### src/rtl/emac_pkg.sv
/*
 * constants shared by the mac transmit and receive-preamble logic.
 * assumes a 200 mhz system clock and byte-wide transmit data.
 */
package emac_pkg;
  // -------------------------------------------------
  // clock and bit timing
  // -------------------------------------------------
  localparam int CLK_PS = 5000;
  localparam int BIT_PS_10 = 100000;
  localparam int BIT_PS_100 = 10000;
  localparam logic [4:0] BIT_CYC_10 = 5'(BIT_PS_10 / CLK_PS);
  localparam logic [4:0] BIT_CYC_100 = 5'(BIT_PS_100 / CLK_PS);
  // -------------------------------------------------
  // transmit timing in bit times
  // -------------------------------------------------
  localparam logic [6:0] GAP_PH1_BITS = 7'd60;
  localparam logic [6:0] GAP_ALL_BITS = 7'd96;
  localparam int SLOT_SHIFT = 9;
  localparam logic [14:0] JAB_SHORT_BITS = 15'd16000;
  localparam logic [14:0] JAB_LONG_BITS = 15'd26000;
  localparam logic [4:0] MAX_ATTEMPTS = 5'd16;
  localparam logic [4:0] BACKOFF_LIMIT = 5'd10;
  localparam logic [10:0] MIN_BODY_BYTES = 11'd60;
  localparam logic [10:0] LATE_COL_BYTES = 11'd64;
  localparam logic [2:0] PRE_BYTES = 3'd7;
  localparam logic [2:0] JAM_BYTES = 3'd4;
  localparam logic [7:0] PRE_BYTE = 8'h55;
  localparam logic [7:0] SFD_BYTE = 8'hD5;
  localparam logic [7:0] JAM_BYTE = 8'hAA;
  localparam logic [7:0] PAD_BYTE = 8'h00;
  localparam logic [31:0] CRC_INIT = 32'hFFFF_FFFF;
  localparam logic [31:0] CRC_POLY = 32'hEDB8_8320;
  // -------------------------------------------------
  // line symbol kinds and status bit positions
  // -------------------------------------------------
  localparam logic [1:0] SYM_DATA = 2'h0;
  localparam logic [1:0] SYM_JK = 2'h1;
  localparam logic [1:0] SYM_TR = 2'h2;
  localparam int ST_EXC = 0;
  localparam int ST_LATE = 1;
  localparam int ST_UNDER = 2;
  localparam int ST_JAB = 3;
  localparam int ST_MEM = 4;
  localparam int ST_RETRY = 5;
  // -------------------------------------------------
  // receive preamble figures in bits
  // -------------------------------------------------
  localparam logic [1:0] RXM_MII = 2'h0;
  localparam logic [1:0] RXM_10 = 2'h1;
  localparam logic [1:0] RXM_100 = 2'h2;
  localparam logic [5:0] RX_MIN_MII = 6'd8;
  localparam logic [5:0] RX_MIN_10 = 6'd16;
  localparam logic [5:0] RX_MIN_SNOOZE = 6'd20;
  localparam logic [5:0] RX_ONES_10 = 6'd14;
  localparam logic [5:0] RX_ONES_MII = 6'd6;
  localparam logic [5:0] RX_SKIP_10 = 6'd8;
  localparam logic [7:0] RX_SFD_BITS = 8'b1010_1011;
  localparam int FIFO_DEPTH = 32;
  localparam int FIFO_W = 9;
endpackage

### src/rtl/emac_tx_rx.sv
/*
 * mac transmit engine with its data fifo, and receive preamble hunter.
 * assumes synchronous inputs, a host filling the fifo byte by byte,
 * and a phy taking one byte per eight bit times.
 */
`timescale 1ns/1ps
`default_nettype none
// Operation
// - start at threshold or whole frame buffered
// - add preamble, delimiter, then frame check
// - pad short data to 60 bytes
// - first preamble byte becomes start pair
// - end pair right after last check byte
// - send only after 96 idle bits, backoff
// - carrier in first 60 bits restarts gap
// - last 36 gap bits ignore carrier
// - collision: stop data, jam, then backoff
// - collision in preamble finishes preamble first
// - random backoff slots, exponent capped at ten
// - sixteen collided attempts flag excessive collisions
// - underflow flags status, ends with bad crc
// - jabber timer cuts transmission, flags status
// - collision after 64 bytes aborts, no retry
// - host memory error ends frame flagged
// - status per frame, interrupt when enabled
// - watch medium, start preamble on activity
// - minimum preamble 8, 16 or 20 bits
// - ten-mode skips 8 bits, seeks delimiter
// - 00 or early 11 aborts, await idle
// - fast mode needs start pair, else abort

// -------------------------------------------------
// data fifo
// -------------------------------------------------
module emac_fifo #(
  parameter int W = 9,
  parameter int D = 32
) (
  input wire logic i_clk,
  input wire logic i_reset_n,
  input wire logic i_wr_valid,
  output logic o_wr_ready,
  input wire logic [W-1:0] i_wr_data,
  output logic o_rd_valid,
  input wire logic i_rd_ready,
  output logic [W-1:0] o_rd_data,
  output logic [$clog2(D):0] o_count
);
  localparam int AW = $clog2(D);
  logic [W-1:0] mem [D];
  logic [AW-1:0] wp_r, rp_r;
  logic [AW:0] cnt_r;
  logic wr, rd;
  assign wr = i_wr_valid && o_wr_ready;
  assign rd = i_rd_ready && o_rd_valid;
  assign o_rd_valid = cnt_r != '0;
  assign o_wr_ready = cnt_r != (AW+1)'(D);
  assign o_rd_data = mem[rp_r];
  assign o_count = cnt_r;
  // pointers and fill level
  always_ff @(posedge i_clk or negedge i_reset_n) begin
    if (!i_reset_n) begin
      wp_r <= '0;
      rp_r <= '0;
      cnt_r <= '0;
    end else begin
      if (wr) wp_r <= wp_r + 1'b1;
      if (rd) rp_r <= rp_r + 1'b1;
      cnt_r <= cnt_r + (AW+1)'(wr) - (AW+1)'(rd);
    end
  end
  // storage
  always_ff @(posedge i_clk) begin
    if (wr) mem[wp_r] <= i_wr_data;
  end
endmodule

// -------------------------------------------------
// top: transmit engine and receive preamble hunter
// -------------------------------------------------
module emac_tx_rx (
  input wire logic i_clk,
  input wire logic i_reset_n,
  input wire logic i_speed_100,
  input wire logic i_sym_mode,
  input wire logic i_tx_valid,
  input wire logic [7:0] i_tx_data,
  input wire logic i_tx_last,
  output logic o_tx_ready,
  input wire logic [5:0] i_tx_thresh,
  input wire logic i_pad_en,
  input wire logic i_jab_long,
  input wire logic i_host_err,
  input wire logic i_int_en,
  input wire logic i_under_clr,
  input wire logic i_crs,
  input wire logic i_col,
  output logic [7:0] o_txd,
  output logic [1:0] o_tx_sym,
  output logic o_tx_en,
  output logic o_tx_done,
  output logic [5:0] o_tx_status,
  output logic [3:0] o_col_count,
  output logic o_tx_int,
  output logic o_under_sticky,
  input wire logic i_rx_en,
  input wire logic i_rx_act,
  input wire logic [1:0] i_rx_mode,
  input wire logic i_snooze,
  input wire logic i_rx_bit_en,
  input wire logic i_rx_bit,
  input wire logic i_rx_jk,
  output logic o_rx_sfd,
  output logic o_rx_abort,
  output logic o_rx_frame
);
  typedef enum logic [2:0] {T_IDLE, T_PRE, T_DATA, T_FCS, T_EOS, T_JAM, T_FLUSH, T_DONE} emac_tx_e;
  typedef enum logic [1:0] {R_IDLE, R_HUNT, R_FRAME, R_WAIT} emac_rx_e;

  // crc-32 over one byte, reflected form
  function automatic logic [31:0] crc_byte(input logic [31:0] c, input logic [7:0] d);
    logic [31:0] r;
    r = c ^ {24'h00_0000, d};
    for (int i = 0; i < 8; i++) begin
      r = r[0] ? ((r >> 1) ^ emac_pkg::CRC_POLY) : (r >> 1);
    end
    return r;
  endfunction

  emac_tx_e st_r;
  emac_rx_e rs_r;
  logic [4:0] bcyc_r;
  logic [2:0] bbit_r;
  logic bit_tick, byte_tick;
  logic [6:0] gap_r;
  logic [18:0] bo_r;
  logic [14:0] jab_r;
  logic [15:0] lfsr_r;
  logic [5:0] lasts_r;
  logic f_valid, f_pop;
  logic [8:0] f_data;
  logic [5:0] f_count;
  logic [2:0] pcnt_r;
  logic [10:0] nb_r;
  logic [31:0] crc_r, crc_nx, fcs_r;
  logic col_r, mem_r, last_r, pad_r, m100_r, retry_r;
  logic [4:0] att_r;
  logic [5:0] stat_r;
  logic in_body, jab_hit, cut, start;
  logic [9:0] bo_mask;

  // -------------------------------------------------
  // bit and byte time base
  // -------------------------------------------------
  // one bit tick per medium bit time, byte tick every eighth
  always_ff @(posedge i_clk or negedge i_reset_n) begin
    if (!i_reset_n) begin
      bcyc_r <= '0;
      bbit_r <= '0;
    end else if (bit_tick) begin
      bcyc_r <= '0;
      bbit_r <= bbit_r + 1'b1;
    end else begin
      bcyc_r <= bcyc_r + 1'b1;
    end
  end
  assign bit_tick = bcyc_r == ((i_speed_100 ? emac_pkg::BIT_CYC_100 : emac_pkg::BIT_CYC_10) - 5'd1);
  assign byte_tick = bit_tick && bbit_r == 3'd7;

  // -------------------------------------------------
  // fifo and frame bookkeeping
  // -------------------------------------------------
  emac_fifo #(.W(emac_pkg::FIFO_W), .D(emac_pkg::FIFO_DEPTH)) u_fifo (
    .i_clk(i_clk),
    .i_reset_n(i_reset_n),
    .i_wr_valid(i_tx_valid && o_tx_ready),
    .o_wr_ready(),
    .i_wr_data({i_tx_last, i_tx_data}),
    .o_rd_valid(f_valid),
    .i_rd_ready(f_pop),
    .o_rd_data(f_data),
    .o_count(f_count)
  );
  // registered ready: fifo count after this cycle below depth minus one, one entry kept spare
  always_ff @(posedge i_clk or negedge i_reset_n) begin
    if (!i_reset_n) begin
      o_tx_ready <= 1'b0;
      lasts_r <= '0;
    end else begin
      o_tx_ready <= (f_count + 6'(o_tx_ready && i_tx_valid) - 6'(f_pop))
                    < 6'(emac_pkg::FIFO_DEPTH - 1);
      lasts_r <= lasts_r + 6'(o_tx_ready && i_tx_valid && i_tx_last)
                 - 6'(f_pop && f_data[8]);
    end
  end

  // -------------------------------------------------
  // deferral, backoff, jabber and random source
  // -------------------------------------------------
  // gap restarts on carrier only in the first phase
  always_ff @(posedge i_clk or negedge i_reset_n) begin
    if (!i_reset_n) begin
      gap_r <= '0;
    end else if (o_tx_en) begin
      gap_r <= '0;
    end else if (i_crs && gap_r < emac_pkg::GAP_PH1_BITS) begin
      gap_r <= '0;
    end else if (bit_tick && gap_r < emac_pkg::GAP_ALL_BITS) begin
      gap_r <= gap_r + 1'b1;
    end
  end
  always_ff @(posedge i_clk or negedge i_reset_n) begin
    if (!i_reset_n) begin
      lfsr_r <= 16'hACE1;
    end else begin
      lfsr_r <= {lfsr_r[14:0], lfsr_r[15] ^ lfsr_r[13] ^ lfsr_r[12] ^ lfsr_r[10]};
    end
  end
  // r below two to the k, k capped at the backoff limit
  assign bo_mask = 10'((11'd1 << ((att_r < emac_pkg::BACKOFF_LIMIT) ? att_r
                   : emac_pkg::BACKOFF_LIMIT)) - 11'd1);
  always_ff @(posedge i_clk or negedge i_reset_n) begin
    if (!i_reset_n) begin
      bo_r <= '0;
    end else if (st_r == T_DONE && retry_r) begin
      bo_r <= {lfsr_r[9:0] & bo_mask, 9'h000};
    end else if (bit_tick && bo_r != '0) begin
      bo_r <= bo_r - 1'b1;
    end
  end
  always_ff @(posedge i_clk or negedge i_reset_n) begin
    if (!i_reset_n) begin
      jab_r <= '0;
    end else if (!o_tx_en) begin
      jab_r <= '0;
    end else if (bit_tick && !jab_hit) begin
      jab_r <= jab_r + 1'b1;
    end
  end
  assign jab_hit = jab_r >= (i_jab_long ? emac_pkg::JAB_LONG_BITS : emac_pkg::JAB_SHORT_BITS);

  // -------------------------------------------------
  // transmit state machine
  // -------------------------------------------------
  assign in_body = st_r == T_DATA && !last_r;
  assign cut = jab_hit || col_r || mem_r;
  assign f_pop = (byte_tick && in_body && !cut && f_valid) || (st_r == T_FLUSH && f_valid);
  assign start = st_r == T_IDLE && byte_tick && gap_r == emac_pkg::GAP_ALL_BITS && bo_r == '0
                 && (f_count >= i_tx_thresh || lasts_r != '0);
  assign crc_nx = crc_byte(crc_r, last_r ? emac_pkg::PAD_BYTE : f_data[7:0]);

  // collision and host error are latched until the engine returns to idle
  always_ff @(posedge i_clk or negedge i_reset_n) begin
    if (!i_reset_n) begin
      col_r <= 1'b0;
      mem_r <= 1'b0;
    end else if (st_r == T_IDLE) begin
      col_r <= 1'b0;
      mem_r <= 1'b0;
    end else begin
      col_r <= col_r || (i_col && o_tx_en && st_r != T_JAM);
      mem_r <= mem_r || (i_host_err && o_tx_en);
    end
  end

  always_ff @(posedge i_clk or negedge i_reset_n) begin
    if (!i_reset_n) begin
      st_r <= T_IDLE;
      o_tx_en <= 1'b0;
      o_txd <= '0;
      o_tx_sym <= emac_pkg::SYM_DATA;
      pcnt_r <= '0;
      nb_r <= '0;
      crc_r <= emac_pkg::CRC_INIT;
      fcs_r <= '0;
      last_r <= 1'b0;
      pad_r <= 1'b0;
      m100_r <= 1'b0;
      retry_r <= 1'b0;
      att_r <= '0;
      stat_r <= '0;
      o_tx_done <= 1'b0;
      o_tx_status <= '0;
      o_col_count <= '0;
    end else begin
      o_tx_done <= 1'b0;
      unique case (st_r)
        T_IDLE: if (start) begin
          st_r <= T_PRE;
          o_tx_en <= 1'b1;
          o_txd <= emac_pkg::PRE_BYTE;
          o_tx_sym <= (i_speed_100 && i_sym_mode) ? emac_pkg::SYM_JK : emac_pkg::SYM_DATA;
          m100_r <= i_speed_100 && i_sym_mode;
          pcnt_r <= 3'd1;
          nb_r <= '0;
          crc_r <= emac_pkg::CRC_INIT;
          last_r <= 1'b0;
          pad_r <= i_pad_en;
          retry_r <= 1'b0;
          stat_r <= '0;
        end
        // preamble runs to the end even under collision
        T_PRE: if (byte_tick) begin
          o_tx_sym <= emac_pkg::SYM_DATA;
          pcnt_r <= pcnt_r + 1'b1;
          if (pcnt_r == emac_pkg::PRE_BYTES) begin
            st_r <= T_DATA;
            o_txd <= emac_pkg::SFD_BYTE;
          end else begin
            o_txd <= emac_pkg::PRE_BYTE;
          end
        end
        T_DATA, T_FCS: if (byte_tick) begin
          if (jab_hit) begin
            o_tx_en <= 1'b0;
            stat_r[emac_pkg::ST_JAB] <= 1'b1;
            st_r <= last_r ? T_DONE : T_FLUSH;
          end else if (col_r && nb_r >= emac_pkg::LATE_COL_BYTES) begin
            o_tx_en <= 1'b0;
            stat_r[emac_pkg::ST_LATE] <= 1'b1;
            st_r <= last_r ? T_DONE : T_FLUSH;
          end else if (col_r) begin
            st_r <= T_JAM;
            o_txd <= emac_pkg::JAM_BYTE;
            pcnt_r <= 3'd1;
          end else if (mem_r) begin
            o_tx_en <= 1'b0;
            stat_r[emac_pkg::ST_MEM] <= 1'b1;
            st_r <= last_r ? T_DONE : T_FLUSH;
          end else if (st_r == T_FCS) begin
            o_txd <= fcs_r[7:0];
            fcs_r <= fcs_r >> 8;
            nb_r <= nb_r + 1'b1;
            pcnt_r <= pcnt_r + 1'b1;
            if (pcnt_r == 3'd4) begin
              nb_r <= nb_r;
              o_tx_sym <= m100_r ? emac_pkg::SYM_TR : emac_pkg::SYM_DATA;
              o_tx_en <= m100_r;
              st_r <= m100_r ? T_EOS : T_DONE;
            end
          end else if (last_r && pad_r && nb_r < emac_pkg::MIN_BODY_BYTES) begin
            o_txd <= emac_pkg::PAD_BYTE;
            crc_r <= crc_nx;
            nb_r <= nb_r + 1'b1;
          end else if (last_r || !f_valid) begin
            // underflow leaves the crc uninverted so the frame checks bad
            stat_r[emac_pkg::ST_UNDER] <= !last_r;
            o_txd <= last_r ? ~crc_r[7:0] : crc_r[7:0];
            fcs_r <= last_r ? ~crc_r : crc_r;
            fcs_r[23:0] <= last_r ? ~crc_r[31:8] : crc_r[31:8];
            nb_r <= nb_r + 1'b1;
            pcnt_r <= 3'd1;
            last_r <= 1'b1;
            st_r <= T_FCS;
          end else begin
            o_txd <= f_data[7:0];
            crc_r <= crc_nx;
            nb_r <= nb_r + 1'b1;
            last_r <= f_data[8];
          end
        end
        T_EOS: if (byte_tick) begin
          o_tx_en <= 1'b0;
          o_tx_sym <= emac_pkg::SYM_DATA;
          st_r <= T_DONE;
        end
        T_JAM: if (byte_tick) begin
          pcnt_r <= pcnt_r + 1'b1;
          if (pcnt_r == emac_pkg::JAM_BYTES) begin
            o_tx_en <= 1'b0;
            att_r <= att_r + 1'b1;
            stat_r[emac_pkg::ST_EXC] <= att_r == emac_pkg::MAX_ATTEMPTS - 5'd1;
            retry_r <= att_r != emac_pkg::MAX_ATTEMPTS - 5'd1;
            st_r <= last_r ? T_DONE : T_FLUSH;
          end
        end
        // drop the rest of an ended frame from the fifo
        T_FLUSH: if (f_valid && f_data[8]) begin
          st_r <= T_DONE;
        end
        T_DONE: begin
          o_tx_done <= 1'b1;
          o_tx_status <= {retry_r, stat_r[4:0]};
          o_col_count <= att_r[3:0];
          if (!retry_r) att_r <= '0;
          st_r <= T_IDLE;
        end
      endcase
    end
  end

  // transmit-complete interrupt and sticky underflow, set beats clear
  always_ff @(posedge i_clk or negedge i_reset_n) begin
    if (!i_reset_n) begin
      o_tx_int <= 1'b0;
      o_under_sticky <= 1'b0;
    end else begin
      o_tx_int <= st_r == T_DONE && i_int_en;
      o_under_sticky <= (st_r == T_DONE && stat_r[emac_pkg::ST_UNDER])
                        || (o_under_sticky && !i_under_clr);
    end
  end

  // -------------------------------------------------
  // receive preamble hunter
  // -------------------------------------------------
  logic [5:0] rcnt_r;
  logic [7:0] rsh_r;
  logic rprev_r, rpv_r;
  logic [5:0] rmin, rones;
  assign rmin = i_snooze ? emac_pkg::RX_MIN_SNOOZE
                : (i_rx_mode == emac_pkg::RXM_10) ? emac_pkg::RX_MIN_10 : emac_pkg::RX_MIN_MII;
  assign rones = (i_rx_mode == emac_pkg::RXM_10) ? emac_pkg::RX_ONES_10 : emac_pkg::RX_ONES_MII;
  always_ff @(posedge i_clk or negedge i_reset_n) begin
    if (!i_reset_n) begin
      rs_r <= R_IDLE;
      rcnt_r <= '0;
      rsh_r <= '0;
      rprev_r <= 1'b0;
      rpv_r <= 1'b0;
      o_rx_sfd <= 1'b0;
      o_rx_abort <= 1'b0;
      o_rx_frame <= 1'b0;
    end else begin
      o_rx_sfd <= 1'b0;
      o_rx_abort <= 1'b0;
      unique case (rs_r)
        R_IDLE: if (i_rx_en && i_rx_act) begin
          rs_r <= R_HUNT;
          rcnt_r <= '0;
          rsh_r <= '0;
          rpv_r <= 1'b0;
        end
        R_HUNT: if (!i_rx_act) begin
          rs_r <= R_IDLE;
        end else if (i_rx_bit_en) begin
          rcnt_r <= (rcnt_r == 6'h3F) ? rcnt_r : rcnt_r + 1'b1;
          rsh_r <= {rsh_r[6:0], i_rx_bit};
          rprev_r <= i_rx_bit;
          rpv_r <= i_rx_mode != emac_pkg::RXM_10 || rcnt_r >= emac_pkg::RX_SKIP_10 - 6'd1;
          if (i_rx_mode == emac_pkg::RXM_100 && rcnt_r == '0 && !i_rx_jk) begin
            rs_r <= R_WAIT;
            o_rx_abort <= 1'b1;
          end else if (rpv_r && !rprev_r && !i_rx_bit) begin
            rs_r <= R_WAIT;
            o_rx_abort <= 1'b1;
          end else if (rpv_r && rprev_r && i_rx_bit) begin
            if ({rsh_r[6:0], i_rx_bit} == emac_pkg::RX_SFD_BITS && rcnt_r >= rmin - 6'd1
                && rcnt_r >= rones - 6'd1) begin
              rs_r <= R_FRAME;
              o_rx_sfd <= 1'b1;
              o_rx_frame <= 1'b1;
            end else begin
              rs_r <= R_WAIT;
              o_rx_abort <= 1'b1;
            end
          end
        end
        R_FRAME, R_WAIT: if (!i_rx_act) begin
          rs_r <= R_IDLE;
          o_rx_frame <= 1'b0;
        end
      endcase
    end
  end

  // -------------------------------------------------
  // checks
  // -------------------------------------------------
  gap_before_tx_a: assert property (@(posedge i_clk) disable iff (!i_reset_n)
    $rose(o_tx_en) |-> $past(gap_r) == emac_pkg::GAP_ALL_BITS && $past(bo_r) == '0)
    else $error("transmit started inside gap or backoff");
  jk_first_a: assert property (@(posedge i_clk) disable iff (!i_reset_n)
    $rose(o_tx_en) && m100_r |-> o_tx_sym == emac_pkg::SYM_JK)
    else $error("fast frame did not open with start pair");
  sfd_after_pre_a: assert property (@(posedge i_clk) disable iff (!i_reset_n)
    $rose(st_r == T_DATA) |-> o_txd == emac_pkg::SFD_BYTE && $past(pcnt_r) == 3'd7)
    else $error("delimiter not after seven preamble bytes");
  jam_value_a: assert property (@(posedge i_clk) disable iff (!i_reset_n)
    st_r == T_JAM |-> o_txd == emac_pkg::JAM_BYTE && o_tx_en)
    else $error("jam byte wrong");
  late_no_retry_a: assert property (@(posedge i_clk) disable iff (!i_reset_n)
    o_tx_done && o_tx_status[emac_pkg::ST_LATE] |-> !o_tx_status[emac_pkg::ST_RETRY])
    else $error("late collision retried");
  excess_count_a: assert property (@(posedge i_clk) disable iff (!i_reset_n)
    o_tx_done && o_tx_status[emac_pkg::ST_EXC] |-> $past(att_r, 2) == 5'd15)
    else $error("excessive collision at wrong attempt");
  gap_restart_a: assert property (@(posedge i_clk) disable iff (!i_reset_n)
    !o_tx_en && i_crs && gap_r < emac_pkg::GAP_PH1_BITS |=> gap_r == '0)
    else $error("carrier did not restart gap");
  rx_zero_abort_a: assert property (@(posedge i_clk) disable iff (!i_reset_n)
    rs_r == R_HUNT && i_rx_act && i_rx_bit_en && rpv_r && !rprev_r && !i_rx_bit
    && !(i_rx_mode == emac_pkg::RXM_100 && rcnt_r == '0) |=> o_rx_abort && rs_r == R_WAIT)
    else $error("double zero not aborted");
  eos_after_fcs_a: assert property (@(posedge i_clk) disable iff (!i_reset_n)
    st_r == T_EOS |-> o_tx_sym == emac_pkg::SYM_TR && $past(st_r) inside {T_FCS, T_EOS})
    else $error("end pair misplaced");
endmodule
`default_nettype wire

### config.mk
export PLATFORM = sky130hd
export DESIGN_NAME = emac_tx_rx
export DESIGN_NICKNAME = d
export VERILOG_FILES = /design/src/rtl/emac_pkg.sv /design/src/rtl/emac_tx_rx.sv
export SDC_FILE = /design/constraint.sdc
export NUM_CORES = 1
export LEC_CHECK = 0
export BUFFER_PORTS_ARGS = -buffer_cell sky130_fd_sc_hd__buf_2
export CAP_MARGIN = 20
export CELL_PAD_IN_SITES_DETAIL_PLACEMENT = 0
export CELL_PAD_IN_SITES_GLOBAL_PLACEMENT = 1
export CORE_AREA = 2 2 250 203
export DETAILED_ROUTE_END_ITERATION = 12
export DIE_AREA = 0 0 252 205
export GPL_TIMING_DRIVEN = 0
export HOLD_SLACK_MARGIN = 0.12
export PLACE_DENSITY = 0.83
export SETUP_SLACK_MARGIN = 0.2
export SYNTH_ARGS = -nofsm -noshare
export SYNTH_HDL_FRONTEND = slang
export SYNTH_SLANG_ARGS = --single-unit
### constraint.sdc
create_clock -name i_clk -period 7.2 [get_ports i_clk]
set_input_delay 1.08 -clock i_clk [delete_from_list [all_inputs] [get_ports i_clk]]
set_output_delay 1.08 -clock i_clk [all_outputs]
set_load 0.05 [all_outputs]
==> metrics.txt <==
status completed; Tightest Pin Transition 1104 ps; Post-CTS Setup Bufs 0; DP Worst Slack 1522 ps; P&R area growth vs syn 12.12%; core box area 0.04914 mm²; post-route worst setup slack 2128 ps; clock skew 28.95 ps; leak pwr 10.52 nW; final WL 58700 µm; Post-synth top cells 288 x edfxtp_1, 189 x dfrtp_1, 172 x nand2_1; routed length on met3 4548 µm; Max Root-Sink Buffers 3; commonest register cell after synthesis edfxtp_1; PwrDens 347.8 mW/mm²; setup tns final 0 ps; final setup fails 0; register area share after synthesis 0.5933; IO Count 63; DRT iter0 DRCs 1789; Critical Path AT 5560 ps; H-tree Lvls 2; CTS resizes 0; post-DP HPWL 40320 µm; Slew Limit Fails 0; Yosys reg bits 517; xor/xnor share of the synthesized area 0.06689; cells after synthesis 1943; adder-cell area share of the yosys netlist 0.03427; final core occ 0.5548; ratio of cells with drive above 1 in the final layout 0.1369; I/O Buffers 62; Synth Area in Compound Gates 0.09024; Slew HR 0.2614; Syn. warnings 0; crit end category flop; total design power 9.484 mW; total grt overflow 0; DR pass1 iterations 5; max layer used met5; Starting Density 0.4949; top cells by area, synth edfxtp_1 36%, dfrtp_1 19%, dfstp_2 4.3%; WL met2 25780 µm; critical path launch point type input port; TritonCTS Buffers 52; Die ar. 0.05166 mm²; clk slew on worst S/H paths 70 ps; antenna violations before repair 4; highest clock rate 197.2 MHz; # clock sinks 517; Cell variety after synth 85; WL/cell 21.41 µm; CTS Root Cell clkbuf_16; Async SR Flop Fraction 0.4429; RSZ-0062 raised after global routing false; EDFF count, synth 288; Site Rows 73; Worst VDD drop 0.0001787 V; DR vias 15960; Netlist Area Pre-Place 0.02432 mm²; Finished Layout Cells 2742; CTS tree yes; Skew-Pair Late Insertion Delay 620 ps; Post-DRT Antenna Nets 0; area leader, netlist edfxtp_1; final net count 2163; # DRC 0; max-capacitance violation count 0; largest family of logic cells by synthesized area simple AND/OR/NAND/NOR gates; Vias/cell 5.820; Post-Synth Simple-Gate Area 0.1068; Syn Area/Cell 12.52 µm²; GP Congestion 0.9161; first-pass GRT wire length 91540 µm; worst min-delay path class in2async; WP data required 7690 ps; met1 WL 27350 µm; period utilisation layout 0.7044; Placed Cells incl. Taps 2644; Yosys top cell area share 0.3556; # hold bufs at CTS 0; Min Hold Slack 272.0 ps; count leader, synth edfxtp_1; fin crit period 5072 ps; die height 205 µm; post-place instance area 0.02549 mm²; vias in the first global route 15830; All-Layer GR Usage 0.2313; Crit Path Max Fanout 9; post-route cell area 0.02726 mm²; Die W 252 µm; largest net degree at the start of global routing 119; Hold Fails Final Rpt 0; post-synthesis mux area share 0.07790; syn nets 2042; crit path kind in2reg
-- layout by cell type, fill, tap and decap left out, types with 30 or more instances in the layout --
cell type	instances
a21oi_1	117
buf_2	66
clkbuf_1	79
clkbuf_16	52
dfrtp_1	189
dfstp_2	40
edfxtp_1	288
ha_1	61
inv_1	64
mux2i_1	97
nand2_1	172
nand3_1	39
nor2_1	165
o21ai_0	83
xnor2_1	98
xor2_1	30
-- state kept, by name, summed over array words and instances, names as in the netlist, 4 cells and up --
signal,flops
u_fifo.mem,288
crc_r,32
fcs_r,32
bo_r,19
lfsr_r,16
jab_r,15
nb_r,11
o_txd,8
gap_r,7
rsh_r,7
lasts_r,6
o_tx_status,6
rcnt_r,6
u_fifo.o_count,6
att_r,5
bcyc_r,5
stat_r,5
u_fifo.rp_r,5
u_fifo.wp_r,5
o_col_count,4
-- routing by layer --
layer	global-route usage	up-vias
met5	0	-
met4	0.05008	2
met3	0.04371	86
met2	0.3507	604
met1	0.3475	7985
li1	-	7282
-- area by class of cell --
class,instances,area [µm²]
Sequential cell,517,14430
Fill cell,4013,21870
Buffer,96,496.7
Clock inverter,18,247.7
Multi-Input combinational cell,1265,9149
Clock buffer,75,1488
Tap cell,637,797.0
Timing Repair Buffer,67,409.1
Antenna cell,2,5.005
Inverter,65,244.0
-- path summary, 6_finish.rpt --
path                                  from              to  slack, ps  cells after the start
worst max-delay path            i_jab_long      o_tx_ready       2130                     19
worst min-delay path             i_reset_n  u_fifo.rp_r[1]        270                      1
worst max register to register   bcyc_r[1]      o_tx_ready       2260                     18
worst min register to register  lfsr_r[14]      lfsr_r[15]        350                      0
max in group asynchronous        i_reset_n       crc_r[20]       5590                      3
min in group i_clk              lfsr_r[14]      lfsr_r[15]        350                      0
-- report_power, final --
group	internal, mW	total [mW]	switching [mW]
clock network	1.62	2.76	1.15
logic	1.17	3.13	1.96
registers	3.40	3.59	0.184
total	6.19	9.48	3.30
-- critical path: stages --
cell and delay, ps:
buf_2 130, ha_1 280, nand4bb_1 100, a31oi_1 170, o21ai_0 90, a211oi_1 550
or2_2 210, clkbuf_1 390, o31ai_1 150, and4b_1 250, ha_1 300, inv_1 50
ha_1 160, inv_1 50, fa_1 410, xor2_1 150, or4b_2 660, o31ai_1 270
a21oi_1 100
-- kinds of logic (layout without fill, tap and decap cells) --
family,after synthesis,in the layout
and+or+nand+nor,547,547
DFF,517,517
AOI/OAI and AO/OA,352,352
buffers and inverters,161,321
xor gates and xnor gates,151,151
muxes,149,149
adders and majority gates,65,65
other,1,3
Note: power is estimated with default switching activity, not from simulation.
